File: src/include/tpx_pkg.sv
// package of constants and types for the timer, watchdog and power-down extension
package tpx_pkg;
	// apb register byte addresses
	localparam logic [7:0] ADDR_EXT_CTRL = 8'h00;
	localparam logic [7:0] ADDR_TMR_MODE = 8'h04;
	localparam logic [7:0] ADDR_TMR_CTRL = 8'h08;
	localparam logic [7:0] ADDR_PWR_CTRL = 8'h0C;
	localparam logic [7:0] ADDR_TMR0_CNT = 8'h10;
	localparam logic [7:0] ADDR_TMR1_CNT = 8'h14;
	localparam logic [7:0] ADDR_STATUS = 8'h18;
	// extension control field positions
	localparam int EC_FLOAT_PD = 0;
	localparam int EC_P1_FLOAT = 1;
	localparam int EC_PULLUP_SEL = 4;
	localparam int EC_CHAIN = 6;
	localparam int EC_WDOG = 7;
	// timer control field positions
	localparam int TC_RUN0 = 0;
	localparam int TC_OVF0 = 1;
	localparam int TC_RUN1 = 2;
	localparam int TC_OVF1 = 3;
	// power control field positions
	localparam int PC_IDLE = 0;
	localparam int PC_PD = 1;
	localparam int PC_RECOVER = 2;
	localparam int PC_PIN_PD = 3;
	// timer mode field positions (per timer nibble: mode[1:0], source at bit 2)
	localparam int TM_SRC0 = 2;
	localparam int TM_SRC1 = 6;
	// reset values
	localparam logic [7:0] EXT_CTRL_RST = 8'h00;
	localparam logic [7:0] BYTE_ZERO = 8'h00;
	localparam logic [15:0] CNT_RST = 16'h0000;
	// watchdog internal reset length in machine cycles
	localparam int WDOG_RST_CYCLES = 5;
	localparam logic [2:0] WDOG_RST_LEN = 3'(WDOG_RST_CYCLES);
	// port drive modes
	typedef struct packed {
		logic float_en;
		logic high_imp;
	} tpx_port_t;
	// power states
	typedef enum logic [2:0] {
		PW_RUN = 3'b001,
		PW_IDLE = 3'b010,
		PW_DOWN = 3'b100
	} tpx_pwr_t;
endpackage : tpx_pkg

File: src/hw/tpx_top.sv
// timer chaining, watchdog, power-down control and port float logic
// Summary of operation
// - port float bit floats that port
// - float-in-powerdown floats all ports in power-down
// - ports restore impedance at wake request
// - chain bit six makes 32-bit timer/counter
// - timer0 low half, timer1 high half
// - chain bit starts; clearing reverts to mode
// - chained timer counts timer0 source events (cycle or pin), no flag0
// - full chained overflow sets timer1 flag
// - counter counts on sampled one then zero
// - watchdog bit seven makes flag1 overflow watchdog
// - watchdog source per cycle or external pin
// - watchdog overflow: flag, then 5-cycle reset
// - watchdog reset clears control register and timers
// - timers count external pins in power-down
// - power-down overflow interrupts or watchdog resets
// - recover bit resumes idle without service
// - external interrupts or counters wake power-down
// - recover selects resume versus service after wake
// - pin falling edge enters, rising edge leaves
// - combined control needs rising edge and interrupt
// - reset gives low impedance ports
//
// The address map and the APB register port were chosen for this implementation.
`timescale 1ns/100ps
module tpx_top #(
	parameter int NUM_PORTS = 3
) (
	// clock and reset
	input wire logic I_CLOCK,
	input wire logic I_RESET,
	// apb slave
	input wire logic I_PSEL,
	input wire logic I_PENABLE,
	input wire logic I_PWRITE,
	input wire logic [7:0] I_PADDR,
	input wire logic [31:0] I_PWDATA,
	output logic [31:0] O_PRDATA,
	output logic O_PREADY,
	output logic O_PSLVERR,
	// machine cycle strobe and pins
	input wire logic I_MACHINE_CYCLE,
	input wire logic I_TIMER_ZERO_PIN,
	input wire logic I_TIMER_ONE_PIN,
	input wire logic I_EXT_INT0,
	input wire logic I_EXT_INT1,
	// port drive control
	output logic [NUM_PORTS-1:0] O_PORT_FLOAT,
	output logic [NUM_PORTS-1:0] O_PORT_HIGH_IMP,
	// core control
	output logic O_WDOG_RESET,
	output logic O_POWERDOWN,
	output logic O_IDLE,
	output logic O_TIMER0_IRQ,
	output logic O_TIMER1_IRQ,
	output logic O_WAKE_RESUME,
	output logic O_WAKE_SERVICE
);
	initial begin
		if (NUM_PORTS != 3) $error("tpx_top serves exactly three ports");
	end

	logic [7:0] ext_ctrl;
	logic [7:0] tmr_mode;
	logic run0, run1, ovf0, ovf1;
	logic [7:0] pwr_ctrl;
	logic [15:0] cnt0, cnt1;
	logic [2:0] wd_count;
	logic wd_pending;
	tpx_pkg::tpx_pwr_t pwr_state;
	logic t0_prev, t1_prev, t1_pin_prev;
	logic pin_pd_armed;

	// apb decode
	wire logic acc = I_PSEL & I_PENABLE;
	wire logic wr = acc & I_PWRITE;
	wire logic hit_ec = I_PADDR == tpx_pkg::ADDR_EXT_CTRL;
	wire logic hit_tm = I_PADDR == tpx_pkg::ADDR_TMR_MODE;
	wire logic hit_tc = I_PADDR == tpx_pkg::ADDR_TMR_CTRL;
	wire logic hit_pc = I_PADDR == tpx_pkg::ADDR_PWR_CTRL;
	wire logic hit_c0 = I_PADDR == tpx_pkg::ADDR_TMR0_CNT;
	wire logic hit_c1 = I_PADDR == tpx_pkg::ADDR_TMR1_CNT;
	wire logic hit_st = I_PADDR == tpx_pkg::ADDR_STATUS;
	wire logic mapped = hit_ec | hit_tm | hit_tc | hit_pc | hit_c0 | hit_c1 | hit_st;

	// mode decode
	wire logic chain = ext_ctrl[tpx_pkg::EC_CHAIN];
	wire logic wdog = ext_ctrl[tpx_pkg::EC_WDOG];
	wire logic src0 = tmr_mode[tpx_pkg::TM_SRC0];
	wire logic src1 = tmr_mode[tpx_pkg::TM_SRC1];
	wire logic [1:0] mode0 = tmr_mode[1:0];
	wire logic [1:0] mode1 = tmr_mode[5:4];
	wire logic in_pd = pwr_state == tpx_pkg::PW_DOWN;

	// count events: per machine cycle or pin 1-then-0 sample; in power-down only pins
	wire logic fall0 = t0_prev & ~I_TIMER_ZERO_PIN;
	wire logic fall1 = t1_prev & ~I_TIMER_ONE_PIN;
	wire logic samp = I_MACHINE_CYCLE | in_pd;
	wire logic tick0 = src0 ? (samp & fall0) : (I_MACHINE_CYCLE & ~in_pd);
	wire logic tick1 = src1 ? (samp & fall1) : (I_MACHINE_CYCLE & ~in_pd);
	wire logic en0 = (chain | run0) & tick0 & ~O_WDOG_RESET;
	wire logic en1 = run1 & tick1 & ~chain & ~O_WDOG_RESET;

	// timer 0 next value and overflow per mode (mode 3 wraps the low byte, mode 2 loads it from the high byte)
	wire logic [16:0] sum0 = {1'b0, cnt0} + 17'h0_0001;
	wire logic [8:0] sum0l = {1'b0, cnt0[7:0]} + 9'h001;
	wire logic eight0 = ~chain & mode0[1];
	wire logic ov0 = en0 & (eight0 ? sum0l[8] : sum0[16]);
	wire logic [15:0] nx0 = eight0 ? {cnt0[15:8], (mode0[0] ? sum0l[7:0] : cnt0[15:8])} :
		sum0[15:0];
	// timer 1 advances alone or on the carry from timer 0 when chained
	wire logic step1 = chain ? ov0 : en1;
	wire logic [16:0] sum1 = {1'b0, cnt1} + 17'h0_0001;
	wire logic [8:0] sum1l = {1'b0, cnt1[7:0]} + 9'h001;
	wire logic eight1 = ~chain & mode1[1];
	wire logic ov1 = step1 & (eight1 ? sum1l[8] : sum1[16]);
	wire logic [15:0] nx1 = eight1 ? {cnt1[15:8], (mode1[0] ? sum1l[7:0] : cnt1[15:8])} :
		sum1[15:0];
	wire logic set_ovf0 = ov0 & ~chain;
	wire logic wd_fire = ov1 & wdog;

	// wake sources and pin-controlled power-down edges
	wire logic t1_rise = ~t1_pin_prev & I_TIMER_ONE_PIN;
	wire logic t1_fall = t1_pin_prev & ~I_TIMER_ONE_PIN;
	wire logic pin_pd = pwr_ctrl[tpx_pkg::PC_PIN_PD];
	wire logic irq_wake = I_EXT_INT0 | I_EXT_INT1 |
		(ov0 & src0) | (ov1 & src1 & ~wdog);
	wire logic sw_pd = pwr_ctrl[tpx_pkg::PC_PD];
	// combined control needs rise and interrupt; pin-only needs rise; software-only irq
	wire logic pd_exit = (sw_pd & pin_pd) ? (pin_pd_armed & irq_wake) :
		pin_pd ? t1_rise : irq_wake;
	wire logic idle_exit = I_EXT_INT0 | I_EXT_INT1 | ov0 | ov1;
	wire logic recover = pwr_ctrl[tpx_pkg::PC_RECOVER];

	// port modes: float in power-down only if asked, restored on wake request
	wire logic pd_float = in_pd & ext_ctrl[tpx_pkg::EC_FLOAT_PD] & ~pd_exit;
	tpx_pkg::tpx_port_t next_port [NUM_PORTS];
	genvar gi;
	generate
		for (gi = 0; gi < NUM_PORTS; gi++) begin : g_port
			assign next_port[gi].float_en = ext_ctrl[tpx_pkg::EC_P1_FLOAT + gi] | pd_float;
			assign next_port[gi].high_imp = ~ext_ctrl[tpx_pkg::EC_P1_FLOAT + gi] &
				ext_ctrl[tpx_pkg::EC_PULLUP_SEL];
			always_ff @(posedge I_CLOCK or posedge I_RESET) begin
				if (I_RESET) begin
					O_PORT_FLOAT[gi] <= 1'b0;
					O_PORT_HIGH_IMP[gi] <= 1'b0;
				end else begin
					O_PORT_FLOAT[gi] <= next_port[gi].float_en;
					O_PORT_HIGH_IMP[gi] <= next_port[gi].high_imp;
				end
			end
		end
	endgenerate

	// read mux
	wire logic [31:0] rd_val = hit_ec ? {24'h00_0000, ext_ctrl} :
		hit_tm ? {24'h00_0000, tmr_mode} :
		hit_tc ? {28'h000_0000, ovf1, run1, ovf0, run0} :
		hit_pc ? {24'h00_0000, pwr_ctrl} :
		hit_c0 ? {16'h0000, cnt0} :
		hit_c1 ? {16'h0000, cnt1} :
		hit_st ? {27'h000_0000, wd_pending, O_WDOG_RESET, pwr_state} : 32'h0000_0000;

	// apb answer: no wait states, error on unmapped address
	always_ff @(posedge I_CLOCK or posedge I_RESET) begin
		if (I_RESET) begin
			O_PREADY <= 1'b0;
			O_PRDATA <= 32'h0000_0000;
			O_PSLVERR <= 1'b0;
		end else begin
			O_PREADY <= I_PSEL & ~I_PENABLE;
			O_PRDATA <= rd_val;
			O_PSLVERR <= I_PSEL & ~I_PENABLE & ~mapped;
		end
	end

	// software write and watchdog clear of the control register
	wire logic wd_clr = O_WDOG_RESET;
	wire logic bus_ok = wr & O_PREADY;
	always_ff @(posedge I_CLOCK or posedge I_RESET) begin
		if (I_RESET) begin
			ext_ctrl <= tpx_pkg::EXT_CTRL_RST;
			tmr_mode <= tpx_pkg::BYTE_ZERO;
		end else if (wd_clr) begin
			ext_ctrl <= tpx_pkg::EXT_CTRL_RST;
			tmr_mode <= tpx_pkg::BYTE_ZERO;
		end else begin
			if (bus_ok & hit_ec) ext_ctrl <= I_PWDATA[7:0];
			if (bus_ok & hit_tm) tmr_mode <= I_PWDATA[7:0];
		end
	end

	// timer control bits; hardware set wins over software clear
	always_ff @(posedge I_CLOCK or posedge I_RESET) begin
		if (I_RESET) begin
			run0 <= 1'b0;
			run1 <= 1'b0;
			ovf0 <= 1'b0;
			ovf1 <= 1'b0;
		end else if (wd_clr) begin
			run0 <= 1'b0;
			run1 <= 1'b0;
			ovf0 <= 1'b0;
			ovf1 <= 1'b0;
		end else begin
			if (bus_ok & hit_tc) begin
				run0 <= I_PWDATA[tpx_pkg::TC_RUN0];
				run1 <= I_PWDATA[tpx_pkg::TC_RUN1];
			end
			ovf0 <= set_ovf0 | ((bus_ok & hit_tc) ? I_PWDATA[tpx_pkg::TC_OVF0] : ovf0);
			ovf1 <= ov1 | ((bus_ok & hit_tc) ? I_PWDATA[tpx_pkg::TC_OVF1] : ovf1);
		end
	end

	// counters
	always_ff @(posedge I_CLOCK or posedge I_RESET) begin
		if (I_RESET) begin
			cnt0 <= tpx_pkg::CNT_RST;
			cnt1 <= tpx_pkg::CNT_RST;
		end else if (wd_clr) begin
			cnt0 <= tpx_pkg::CNT_RST;
			cnt1 <= tpx_pkg::CNT_RST;
		end else begin
			if (bus_ok & hit_c0) cnt0 <= I_PWDATA[15:0];
			else if (en0) cnt0 <= nx0;
			if (bus_ok & hit_c1) cnt1 <= I_PWDATA[15:0];
			else if (step1) cnt1 <= nx1;
		end
	end

	// pin samplers
	always_ff @(posedge I_CLOCK or posedge I_RESET) begin
		if (I_RESET) begin
			t0_prev <= 1'b0;
			t1_prev <= 1'b0;
			t1_pin_prev <= 1'b1; // idle-high pin: no false rising edge after reset
		end else begin
			if (samp) t0_prev <= I_TIMER_ZERO_PIN;
			if (samp) t1_prev <= I_TIMER_ONE_PIN;
			t1_pin_prev <= I_TIMER_ONE_PIN;
		end
	end

	// watchdog reset: pending one machine cycle, then five machine cycles long
	always_ff @(posedge I_CLOCK or posedge I_RESET) begin
		if (I_RESET) begin
			wd_pending <= 1'b0;
			wd_count <= 3'h0;
			O_WDOG_RESET <= 1'b0;
		end else if (wd_fire) begin
			wd_pending <= 1'b1;
		end else if (wd_pending & (I_MACHINE_CYCLE | in_pd)) begin
			wd_pending <= 1'b0;
			O_WDOG_RESET <= 1'b1;
			wd_count <= tpx_pkg::WDOG_RST_LEN;
		end else if (O_WDOG_RESET & I_MACHINE_CYCLE) begin
			wd_count <= wd_count - 3'h1;
			if (wd_count == 3'h1) O_WDOG_RESET <= 1'b0;
		end
	end

	// power state machine
	tpx_pkg::tpx_pwr_t next_pwr;
	wire logic idle_req = bus_ok & hit_pc & I_PWDATA[tpx_pkg::PC_IDLE];
	wire logic pd_req = (bus_ok & hit_pc & I_PWDATA[tpx_pkg::PC_PD]) | (pin_pd & t1_fall);
	always_comb begin
		next_pwr = pwr_state;
		case (pwr_state)
			tpx_pkg::PW_RUN: begin
				if (pd_req) next_pwr = tpx_pkg::PW_DOWN;
				else if (idle_req) next_pwr = tpx_pkg::PW_IDLE;
			end
			tpx_pkg::PW_IDLE: begin
				if (idle_exit) next_pwr = tpx_pkg::PW_RUN;
			end
			tpx_pkg::PW_DOWN: begin
				if (pd_exit) next_pwr = tpx_pkg::PW_RUN;
			end
			default: next_pwr = tpx_pkg::PW_RUN;
		endcase
		if (wd_clr) next_pwr = tpx_pkg::PW_RUN;
	end

	wire logic waking = (pwr_state == tpx_pkg::PW_IDLE & idle_exit) | (in_pd & pd_exit);
	always_ff @(posedge I_CLOCK or posedge I_RESET) begin
		if (I_RESET) begin
			pwr_state <= tpx_pkg::PW_RUN;
			pwr_ctrl <= tpx_pkg::BYTE_ZERO;
			pin_pd_armed <= 1'b0;
			O_POWERDOWN <= 1'b0;
			O_IDLE <= 1'b0;
			O_WAKE_RESUME <= 1'b0;
			O_WAKE_SERVICE <= 1'b0;
			O_TIMER0_IRQ <= 1'b0;
			O_TIMER1_IRQ <= 1'b0;
		end else begin
			pwr_state <= next_pwr;
			if (wd_clr) pwr_ctrl <= tpx_pkg::BYTE_ZERO;
			else if (bus_ok & hit_pc) pwr_ctrl <= I_PWDATA[7:0];
			else if (waking) pwr_ctrl <= pwr_ctrl & 8'hFC;
			pin_pd_armed <= in_pd & (pin_pd_armed | t1_rise);
			O_POWERDOWN <= next_pwr == tpx_pkg::PW_DOWN;
			O_IDLE <= next_pwr == tpx_pkg::PW_IDLE;
			O_WAKE_RESUME <= waking & recover;
			O_WAKE_SERVICE <= waking & ~recover;
			O_TIMER0_IRQ <= set_ovf0 | (ovf0 & ~(bus_ok & hit_tc));
			O_TIMER1_IRQ <= (ov1 | ovf1) & ~wdog;
		end
	end
endmodule : tpx_top

File: config.mk
export PLATFORM = sky130hd
export DESIGN_NAME = tpx_top
export DESIGN_NICKNAME = d
export VERILOG_FILES = /design/src/include/tpx_pkg.sv /design/src/hw/tpx_top.sv
export SDC_FILE = /design/constraint.sdc
export NUM_CORES = 1
export LEC_CHECK = 0
export BUFFER_PORTS_ARGS = -buffer_cell sky130_fd_sc_hd__clkbuf_2
export CORE_UTILIZATION = 50
export CTS_BUF_LIST = sky130_fd_sc_hd__clkbuf_2 sky130_fd_sc_hd__clkbuf_4 sky130_fd_sc_hd__clkbuf_8
export CTS_CLUSTER_DIAMETER = 60
export DETAILED_ROUTE_END_ITERATION = 8
export PLACE_DENSITY = 0.82
export SYNTH_ARGS = -nofsm -noshare
export SYNTH_HDL_FRONTEND = slang
export SYNTH_SLANG_ARGS = --single-unit
File: constraint.sdc
create_clock -name I_CLOCK -period 4.7 [get_ports I_CLOCK]
set_input_delay 0.47 -clock I_CLOCK [delete_from_list [all_inputs] [get_ports I_CLOCK]]
set_output_delay 0.47 -clock I_CLOCK [all_outputs]
set_load 0.02 [all_outputs]
-- Word level (Yosys, flattened, before mapping)
Index checks and enable logic that the tools add are counted.
- register bits after elaboration: 102
- bitwise logic cells: 90
- reduce and logical (&&, ||, !) cells: 15
- $add $sub $neg: 5
- mux-type cells: 52
- equality and inequality tests: 14
- operators with widths (kind ; count):
    2-to-1 mux 16 bit ; 14
    2-to-1 mux 8 bit ; 8
    bitwise AND 1 bit ; 51
    adder 16 x 1 -> 17 bit (second input constant) ; 2
    equality test 8 x 5 -> 1 bit (second input constant) ; 3
    OR 1 bit ; 23
    2-to-1 mux 3 bit ; 7
    2-to-1 mux 1 bit ; 20
    adder 8 x 1 -> 9 bit (second input constant) ; 2
    equality test 8 x 4 -> 1 bit (second input constant) ; 2
    inverter 1 bit ; 16
    nonzero test 2 bit ; 7
    one-hot mux 3 bit (3 select lines) ; 1
    nonzero test 3 bit ; 3
    equality test 8 x 3 -> 1 bit (second input constant) ; 1
    zero test 8 bit ; 1
    equality test 3 x 1 -> 1 bit (second input constant) ; 2
    equality test 3 x 2 -> 1 bit (second input constant) ; 2
    equality test 3 bit (second input constant) ; 2
    != test 3 x 2 -> 1 bit (second input constant) ; 2
    AND reduction 2 bit ; 3
    2-to-1 mux 5 bit ; 1
    AND reduction 3 bit ; 1
    subtractor 3 x 1 -> 3 bit (second input constant) ; 1
    2-to-1 mux 2 bit ; 1

-- Logic depth before layout (Yosys ltp)
Gate-level depths: netlist of the first run.
- depth in word-level cells: 19
- depth in mapped cells: 9
- depth with buffers taken out: 7

-- Least setup slack after synthesis of the first run
No wires, ideal clock.
- path kind: input to register
- start: input I_TIMER_ZERO_PIN
- end: register cnt1[14]
- library setup time: 0.120 ns
- required time: 4.580 ns
- stages: 7
- arrival: 2.079 ns
- path slack: 2.502 ns
- cell sequence: or2b_2 > mux2_4 > nor4_4 > buf_6 > o211ai_2 > mux2_1 > a31o_1
- word-level cells in the longest chain between the ends: 10
- ends and longest elaborated chain (item ; RTL line ; text):
    start, declared ; tpx_top.sv:44 ; input wire logic I_TIMER_ZERO_PIN,
    inverter 1 bit ; tpx_top.sv:97 ; wire logic fall0 = t0_prev & ~I_TIMER_ZERO_PIN;
    bitwise AND 1 bit ; tpx_top.sv:97 ;
    bitwise AND 1 bit ; tpx_top.sv:100 ; wire logic tick0 = src0 ? (samp & fall0) : (I_MACHINE_CYCLE & ~in_pd);
    2-to-1 mux 1 bit ; tpx_top.sv:100 ;
    bitwise AND 1 bit (2 in series) ; tpx_top.sv:102 ; wire logic en0 = (chain | run0) & tick0 & ~O_WDOG_RESET;
    bitwise AND 1 bit ; tpx_top.sv:109 ; wire logic ov0 = en0 & (eight0 ? sum0l[8] : sum0[16]);
    2-to-1 mux 1 bit ; tpx_top.sv:113 ; wire logic step1 = chain ? ov0 : en1;
    nonzero test 3 bit (no source line) ; n/a ;
    AND reduction 2 bit (no source line) ; n/a ;
    end signal, assigned ; tpx_top.sv:221 ; cnt1 <= tpx_pkg::CNT_RST;
    end signal, assigned ; tpx_top.sv:224 ; cnt1 <= tpx_pkg::CNT_RST;
    end signal, assigned ; tpx_top.sv:228 ; if (bus_ok & hit_c1) cnt1 <= I_PWDATA[15:0];
    end, declared ; tpx_top.sv:68 ; logic [15:0] cnt0, cnt1;
Every way passes these cells.
A chain may end at the register's enable or synchronous reset.

-- Worst setup path in the final report of the first run
- start: register cnt0[0]
- end: register cnt1[11]
- word-level cells in the longest chain between the ends: 6
- elaborated cells on any way between the ends: 7
- ends and longest elaborated chain (item ; RTL line ; text):
    start, declared ; tpx_top.sv:68 ;
    start signal, assigned ; tpx_top.sv:220 ; cnt0 <= tpx_pkg::CNT_RST;
    start signal, assigned ; tpx_top.sv:223 ; cnt0 <= tpx_pkg::CNT_RST;
    start signal, assigned ; tpx_top.sv:226 ; if (bus_ok & hit_c0) cnt0 <= I_PWDATA[15:0];
    adder 16 x 1 -> 17 bit or adder 8 x 1 -> 9 bit (tied branches) ; tpx_top.sv:106, tpx_top.sv:107 ;
    2-to-1 mux 1 bit (*) ; tpx_top.sv:109 ;
    bitwise AND 1 bit (*) ; tpx_top.sv:109 ;
    2-to-1 mux 1 bit (*) ; tpx_top.sv:113 ;
    nonzero test 3 bit (no source line) (*) ; n/a ;
    AND reduction 2 bit (no source line) (*) ; n/a ;
Mark *: on every way between the ends. The rest lies on a longest branch, timed or not.

==> results.md, run 1 <==
- Result of the run: complete, no violations
- Clock net sink count: 102
- Startpoint of the most critical setup path: cnt0[0]$_DFFE_PP0P_
- Layout cell share with drive strength beyond 1: 17.50%
- Worst path buffer plus inverter count: 0
- Switching share of power: 27.84%
- Worst Path Required: 4.99 ns
- Wirelength, routed: 16420 µm
- Shortest period the worst path allows: 3.107 ns
- Cell at the root of the clock tree: sky130_fd_sc_hd__clkbuf_8
- Reg-to-reg setup timing slack: 1.59 ns
- Netlist Area Pre-Place: 5883 µm²
- Measured slew at the worst slew-check pin: 0.8783 ns
- Global route overflow: 0
- Vias per cell: 6.463
- Area growth, synth to finish: 8.358%
- Family of cells with the greatest summed delay on the critical path: simple AND/OR/NAND/NOR gates
- Worst Setup Path Type: reg2reg
- CTS Hold Bufs: 0
- Largest vdd supply drop: 0.1529 mV
- Overall via count from detail_route: 5429
- Final setup violating endpoints: 0
- DP Wirelength: 11480 µm
- Power density over the cells: 245.7 nW/µm²
- Worst setup path end: cnt1[11]$_DFFE_PP0P_
- Die Span X: 110.5 µm
- M2 GR Usage: 43.31%
- CTS tree: yes
- Residual DRC: 0
- Total design power: 1566 µW
- Xor and xnor area share after synthesis: 2.233%
- Critical path fanouts, max: 13
- Synthesis-stage register bit count: 102
- Static Leakage: 0.002808 µW
- Netlist cell types: 70
- Instance count of the mapped netlist: 650
- Share of power burned in the clock network: 34.9%
- Primary flip-flop cell chosen by synthesis mapping: sky130_fd_sc_hd__dfrtp_1
- Inserted Clock Buffers: 9
- Area enclosed by the die boundary: 12200 µm²
- Combinational cell fraction of total power: 7.4%
- Met3 Resource Use GR: 4.885%
- Number of gates resized after cts: 0
- Largest stage delay on the critical path: 0.77 ns
- Routed length per instance: 19.54 µm
- Postcts setup bufs: 0
- Critical Path Sink Type: register
- Synth warnings: 0
- Depth of the critical timing path with buffers and inverters included: 7
- Most Crowded Layer GR: met2
- Sw Pwr: 435.9 µW
- Crit-path slowest cell: sky130_fd_sc_hd__nor4_4
- Cell breakdown of the critical path: ha_1, and4_1, nand3_1, nor4_4, or2_2, a21oi_1, a221oi_1
- Routability Congestion: 0.9485
- Max Cap Viol: 0
- Row count: 39
- Number of buffers between clock root and the deepest sink: 2
- Portion of the clock cycle consumed by the worst path in the final layout: 66.10%
- Global-route wire length before repair: 26300 µm
- Adder and majority gate portion of the synthesized area: 0.8507%
- Critical R2R Launch: cnt0[0]$_DFFE_PP0P_
- Grt met1 use: 36.34%
- Effective utilization at floorplan: 51.52%
- Die Y: 110.5 µm
- Final cell count without fillers: 840
- Clock skew: 0.01903 ns
- Sequential power share: 57.7%
- Post-Synthesis Mean Instance Area: 9.051 µm²
- Proportion of synthesized chip area in sequential cells: 43.43%
- I/O pin count: 97
- Fin. max-slew vios: 0
- Worst-path clk slew: 0.11 ns
- Placed cell area: 6193 µm²
- Multiplexer fraction of the synthesized cell area: 5.274%
- Number of buffers added on ports: 64
- Total routing usage reported by global routing: 27.19%
- Fraction of the mapped netlist area in compound gates: 19.82%
- Core Footprint: 11420 µm²
- Reg2Reg Depth: 7
- Fillers: 1011
- Type of origin of the critical path: register
- Worst Path Arrival: 3.39 ns
- Placed Instances: 824
- Commonest non-fill, non-tap cells in the layout: sky130_fd_sc_hd__dfrtp_1 (99), sky130_fd_sc_hd__nand2_1 (89), sky130_fd_sc_hd__clkbuf_2 (64)
- Area of the multi-input gates: 3019 µm²
- Commonest non-fill, non-tap cell in the layout: sky130_fd_sc_hd__dfrtp_1
- Final net count: 746
- Latest clock arrival within the worst-skew pair: 0.40 ns
- Antenna diode count: 0
- Dominant combinational cell family by area after synthesis: simple AND/OR/NAND/NOR gates
- Fmax: 321.9 MHz
- Final Instance Area: 6375 µm²
- Count of flip-flops with a built-in enable after synthesis: 0
- Area taken by flip-flops and latches: 2556 µm²
- Number of antenna-violating nets in the routed design: 0
- Maximum number of pins on one net before global-route repair: 67
- RSZ-0062 raised after global routing: no
- Initial antenna violation count: 0
- Worst slew margin relative to its limit: 41.01%
- Vias in the first global route: 5044
- Path type of the worst min-delay path: in2async
- Post-synth ARST share: 100.0%
- Number of H-tree branching levels: 3
- Cell-internal power: 1130 µW
- Final-layout setup total negative slack: 0 ns
- First-iteration detailed-routing DRC count: 583
- Area share of and/or/nand/nor cells after synthesis: 22.12%
- Reg-to-reg critical path endpoint: cnt1[11]$_DFFE_PP0P_
- Hold violation total from the final report: 0
- Number of optimization iterations in the first detailed-route pass: 6
==> worst register-to-register path, stage by stage (launching register included) <==
cell and delay [ns]:
sky130_fd_sc_hd__dfrtp_1 0.46, sky130_fd_sc_hd__ha_1 0.24, sky130_fd_sc_hd__and4_1 0.37, sky130_fd_sc_hd__nand3_1 0.19, sky130_fd_sc_hd__nor4_4 0.77, sky130_fd_sc_hd__or2_2 0.46
sky130_fd_sc_hd__a21oi_1 0.20, sky130_fd_sc_hd__a221oi_1 0.32
==> cell usage after synthesis, types with 3 or more instances <==
library cell / count / area share (%)
sky130_fd_sc_hd__o22ai_1: 7 / 0.74
sky130_fd_sc_hd__dfrtp_1: 100 / 43
sky130_fd_sc_hd__nor2_1: 51 / 3.3
sky130_fd_sc_hd__nor3b_1: 4 / 0.51
sky130_fd_sc_hd__and3_1: 5 / 0.53
sky130_fd_sc_hd__mux4_2: 4 / 1.5
sky130_fd_sc_hd__buf_2: 6 / 0.51
sky130_fd_sc_hd__o211ai_1: 5 / 0.64
sky130_fd_sc_hd__a22o_1: 15 / 2.2
sky130_fd_sc_hd__mux2_2: 3 / 0.57
sky130_fd_sc_hd__inv_1: 17 / 1.1
sky130_fd_sc_hd__nand4_1: 9 / 0.96
sky130_fd_sc_hd__xor2_1: 8 / 1.2
sky130_fd_sc_hd__nor4_4: 3 / 1.1
sky130_fd_sc_hd__nor3_1: 17 / 1.4
sky130_fd_sc_hd__or3_1: 3 / 0.32
sky130_fd_sc_hd__o21bai_1: 4 / 0.51
sky130_fd_sc_hd__a221oi_1: 6 / 0.89
sky130_fd_sc_hd__a31oi_1: 3 / 0.32
sky130_fd_sc_hd__nand2_1: 89 / 5.7
sky130_fd_sc_hd__mux2i_1: 16 / 2.7
sky130_fd_sc_hd__o2111ai_1: 3 / 0.45
sky130_fd_sc_hd__or2_2: 6 / 0.64
sky130_fd_sc_hd__and4_1: 5 / 0.74
sky130_fd_sc_hd__buf_6: 3 / 0.57
sky130_fd_sc_hd__o311ai_0: 4 / 0.60
sky130_fd_sc_hd__a32o_1: 5 / 0.85
sky130_fd_sc_hd__nand2b_1: 5 / 0.53
sky130_fd_sc_hd__xnor2_1: 7 / 1.0
sky130_fd_sc_hd__o21ai_0: 31 / 2.6
sky130_fd_sc_hd__buf_4: 17 / 2.2
sky130_fd_sc_hd__a221o_1: 3 / 0.51
sky130_fd_sc_hd__ha_1: 4 / 0.85
sky130_fd_sc_hd__nand3_1: 43 / 3.7
sky130_fd_sc_hd__nor2b_1: 7 / 0.74
sky130_fd_sc_hd__a211oi_1: 15 / 1.9
sky130_fd_sc_hd__a21oi_1: 49 / 4.2
sky130_fd_sc_hd__clkbuf_1: 26 / 1.7
==> layout make-up <==
class                           instances  share of cell area, %
Multi-Input combinational cell        491                  47.36
Sequential cell                       102                  40.10
Timing Repair Buffer                   71                  5.849
Tap cell                              143                  2.807
Clock buffer                           10                  2.061
Inverter                               17                  1.040
Clock inverter                          6                 0.7851
==> cells by family (layout without fill, tap and decap cells) <==
kind of cell | Yosys count | in the layout
AOI/OAI and AO/OA | 171 | 171
other | 1 | 16
xor gates and xnor gates | 15 | 15
muxes | 25 | 25
and+or+nand+nor | 260 | 260
adders and majority gates | 4 | 4
buffers and inverters | 72 | 104
DFF | 102 | 102
==> metal layers <==
metal,vias up,part of all wire [%]
li1,2415,-
met1,2616,41
met2,329,46
met3,69,8.7
met4,0,4.3
met5,-,0
==> power by group through the flow <==
stage / logic [µW] / clock network, µW / registers (µW)
floorplan: 84.4 / 0 / 915
global placement: 111 / 0 / 919
detailed placement: 115 / 0 / 920
CTS: 115 / 543 / 903
global route: 128 / 581 / 905
finish: 116 / 547 / 903
==> flip-flops by register name, summed over array words and instances, names as in the netlist, 3 cells and up <==
| name | cells |
|---|---|
| cnt0 | 16 |
| O_PRDATA | 16 |
| O_PORT_FLOAT | 3 |
| cnt1 | 16 |
| pwr_ctrl | 8 |
| O_PORT_HIGH_IMP | 3 |
| pwr_state | 3 |
| tmr_mode | 8 |
| ext_ctrl | 8 |
| wd_count | 3 |
==> worst min path at each step <==
stage	start	end	slack, ns	depth (start not counted)
global route	I_RESET	O_PORT_FLOAT[2]$_DFF_PP0_	0.18	2
floorplan	ext_ctrl[1]$_DFFE_PP0P_	O_PORT_HIGH_IMP[0]$_DFF_PP0_	0.44	1
detailed placement	wd_count[1]$_DFFE_PP0P_	wd_count[1]$_DFFE_PP0P_	0.48	1
CTS	I_RESET	O_PORT_HIGH_IMP[1]$_DFF_PP0_	0.16	2
global placement	wd_count[1]$_DFFE_PP0P_	wd_count[1]$_DFFE_PP0P_	0.47	1
finish	I_RESET	O_PORT_HIGH_IMP[0]$_DFF_PP0_	0.13	2
==> metrics by stage <==
stage	worst slack [ns]	utilization [%]	hold slack [ns]
6_report	1.593	55.83	0.1277
5_1_grt	1.474	55.83	0.1815
4_1_cts	1.697	55.83	0.1619
3_5_place_dp	1.642	54.24	0.4789
3_3_place_gp	1.662	54.24	0.4726
2_1_floorplan	1.558	-	0.4354
No activity file was read; power rests on OpenSTA's default activity.
==> run 2, diff against run 1 <==
- PLACE_DENSITY: 0.82 -> 0.85
- clock period: 4.7 -> 2.8 ns (I/O delays scaled with it)
==> results.md, run 2 (same netlist as run 1, synthesis figures left out) <==
- Layout cell share with drive strength beyond 1: 20.14% (was 17.50%)
- Wire length on met2: 7716 µm (was 7591 µm)
- Initial antenna violation count: 0 (unchanged)
- Number of buffers added on ports: 64 (unchanged)
- Routed length per instance: 18.96 µm (was 19.54 µm)
- Latest clock arrival within the worst-skew pair: 0.38 ns (was 0.40 ns)
- Cell at the root of the clock tree: sky130_fd_sc_hd__clkbuf_8 (unchanged)
- Global-route wire length before repair: 26510 µm (was 26300 µm)
- I/O pin count: 97 (unchanged)
- Worst-path clk slew: 0.10 ns (was 0.11 ns)
- Area growth, synth to finish: 11.87% (was 8.358%)
- Clock net sink count: 102 (unchanged)
- Fmax: 375.9 MHz (was 321.9 MHz)
- Met3 wire length: 1536 µm (was 1433 µm)
- Overall via count from detail_route: 5469 (was 5429)
- Inserted Clock Buffers: 9 (unchanged)
- Total routing usage reported by global routing: 27.33% (was 27.19%)
- Effective utilization at floorplan: 51.52% (unchanged)
- Post-route core utilization: 57.64% (was 55.83%)
- Largest vdd supply drop: 0.2562 mV (was 0.1529 mV)
- Row count: 39 (unchanged)
- Power density over the cells: 405.8 nW/µm² (was 245.7 nW/µm²)
- Number of optimization iterations in the first detailed-route pass: 5 (was 6)
- Number of antenna-violating nets in the routed design: 0 (unchanged)
- Routability Congestion: 0.9209 (was 0.9485)
- Measured slew at the worst slew-check pin: 0.6087 ns (was 0.8783 ns)
- Antenna diode count: 0 (unchanged)
- Wirelength, routed: 16360 µm (was 16420 µm)
- Total design power: 2671 µW (was 1566 µW)
- Biggest registers after layout: O_PRDATA (16), cnt0 (16), cnt1 (16) (unchanged)
- Number of buffers between clock root and the deepest sink: 2 (unchanged)
- Max Cap Viol: 0 (unchanged)
- Die Y: 110.5 µm (unchanged)
- Residual DRC: 0 (unchanged)
- Area enclosed by the die boundary: 12200 µm² (unchanged)
- Worst Path Arrival: 2.94 ns (was 3.39 ns)
- Hold violation total from the final report: 0 (unchanged)
- Clock skew: 0.01063 ns (was 0.01903 ns)
- Critical Path Sink Type: register (unchanged)
- Worst slew margin relative to its limit: 58.99% (was 41.01%)
- Vias per cell: 6.337 (was 6.463)
- Die Span X: 110.5 µm (unchanged)
- Commonest non-fill, non-tap cells in the layout: sky130_fd_sc_hd__dfrtp_1 (99), sky130_fd_sc_hd__nand2_1 (89), sky130_fd_sc_hd__clkbuf_2 (64) (unchanged)
- Placed cell area: 6372 µm² (was 6193 µm²)
- Uppermost routed layer: met4 (unchanged)
- Final net count: 769 (was 746)
- Vias in the first global route: 5145 (was 5044)
- Commonest non-fill, non-tap cell in the layout: sky130_fd_sc_hd__dfrtp_1 (unchanged)
- Result of the run: complete, no violations (unchanged)
- Worst Path Required: 3.08 ns (was 4.99 ns)
- Global route overflow: 0 (unchanged)
- Fin. max-slew vios: 0 (unchanged)
- DP Wirelength: 12120 µm (was 11480 µm)
- First-iteration detailed-routing DRC count: 671 (was 583)
- Type of origin of the critical path: register (unchanged)
- Shortest period the worst path allows: 2.660 ns (was 3.107 ns)
- Path type of the worst min-delay path: in2reg (was in2async)
- Postcts setup bufs: 0 (unchanged)
- Final Instance Area: 6581 µm² (was 6375 µm²)
- Maximum number of pins on one net before global-route repair: 46 (was 67)
- Core Footprint: 11420 µm² (unchanged)
- Portion of the clock cycle consumed by the worst path in the final layout: 95.00% (was 66.10%)
- CTS tree: yes (unchanged)
- Final-layout setup total negative slack: 0 ns (unchanged)
- Worst Setup Path Type: reg2reg (unchanged)
- Wire length the detailed router placed on met1: 6518 µm (was 6691 µm)
- Static Leakage: 0.002940 µW (was 0.002808 µW)
- Final setup violating endpoints: 0 (unchanged)
- Number of H-tree branching levels: 3 (unchanged)
- Critical path fanouts, max: 6 (was 13)
- RSZ-0062 raised after global routing: no (unchanged)
## run 2: final timing paths
path / start / endpoint / slack (ns) / cells past startpoint
min in group asynchronous: I_RESET / O_PREADY$_DFF_PP0_ / 0.50 / 3
max in group asynchronous: I_RESET / cnt1[2]$_DFFE_PP0P_ / 1.49 / 4
min reg2reg: ext_ctrl[1]$_DFFE_PP0P_ / O_PORT_HIGH_IMP[0]$_DFF_PP0_ / 0.50 / 1
min: I_TIMER_ONE_PIN / t1_pin_prev$_DFF_PP1_ / 0.04 / 1
max reg2reg: cnt1[0]$_DFFE_PP0P_ / pwr_ctrl[1]$_DFFE_PP0P_ / 0.14 / 7
max: cnt1[0]$_DFFE_PP0P_ / pwr_ctrl[1]$_DFFE_PP0P_ / 0.14 / 7
## run 2: stage by stage
| stage | instances | setup slack [ns] | hold slack [ns] |
|---|---|---|---|
| floorplan | 665 | 0.6319 | 0.2845 |
| global placement | 846 | 0.3362 | 0.3644 |
| detailed placement | 846 | 0.2474 | 0.3764 |
| CTS | 863 | 0.2065 | 0.03147 |
| global route | 863 | 0.004723 | 0.03278 |
| finish | 863 | 0.1401 | 0.03886 |
## run 2: what timing repair did
item / in CTS / in global routing
hold buffers: 1 / 0
resized for setup: 0 / 1
endpoints found under the hold margin: 26 / 0
setup endpoints to repair: 0 / 2
## run 2: layer usage
| metal | global-route usage, % | up-vias |
|---|---|---|
| met3 | 4.610 | 57 |
| met5 | 0 | - |
| met4 | 13.16 | 0 |
| li1 | - | 2469 |
| met2 | 42.24 | 329 |
| met1 | 37.41 | 2614 |
## run 2: final cells by class
class,instances,area (µm²)
Fill cell,991,4837
Multi-Input combinational cell,491,3023
Sequential cell,102,2556
Timing Repair Buffer,94,560.5
Tap cell,143,178.9
Clock buffer,12,146.4
Inverter,17,67.56
Clock inverter,4,48.80
## run 2: worst max-delay path, cell delays in order, from the launching register on
cell and delay (ns):
sky130_fd_sc_hd__dfrtp_1 0.47, sky130_fd_sc_hd__ha_1 0.25, sky130_fd_sc_hd__nand3_1 0.16, sky130_fd_sc_hd__or2_2 0.37
sky130_fd_sc_hd__and2b_1 0.43, sky130_fd_sc_hd__o2111ai_1 0.26, sky130_fd_sc_hd__o221a_2 0.38, sky130_fd_sc_hd__a41o_1 0.25
## run 2: where the power goes
part / switching (µW) / internal, µW / leakage, µW
combinational: 140 / 68.9 / 0.00145
clock: 506 / 443 / 0.000105
sequential: 22.6 / 1490 / 0.00138
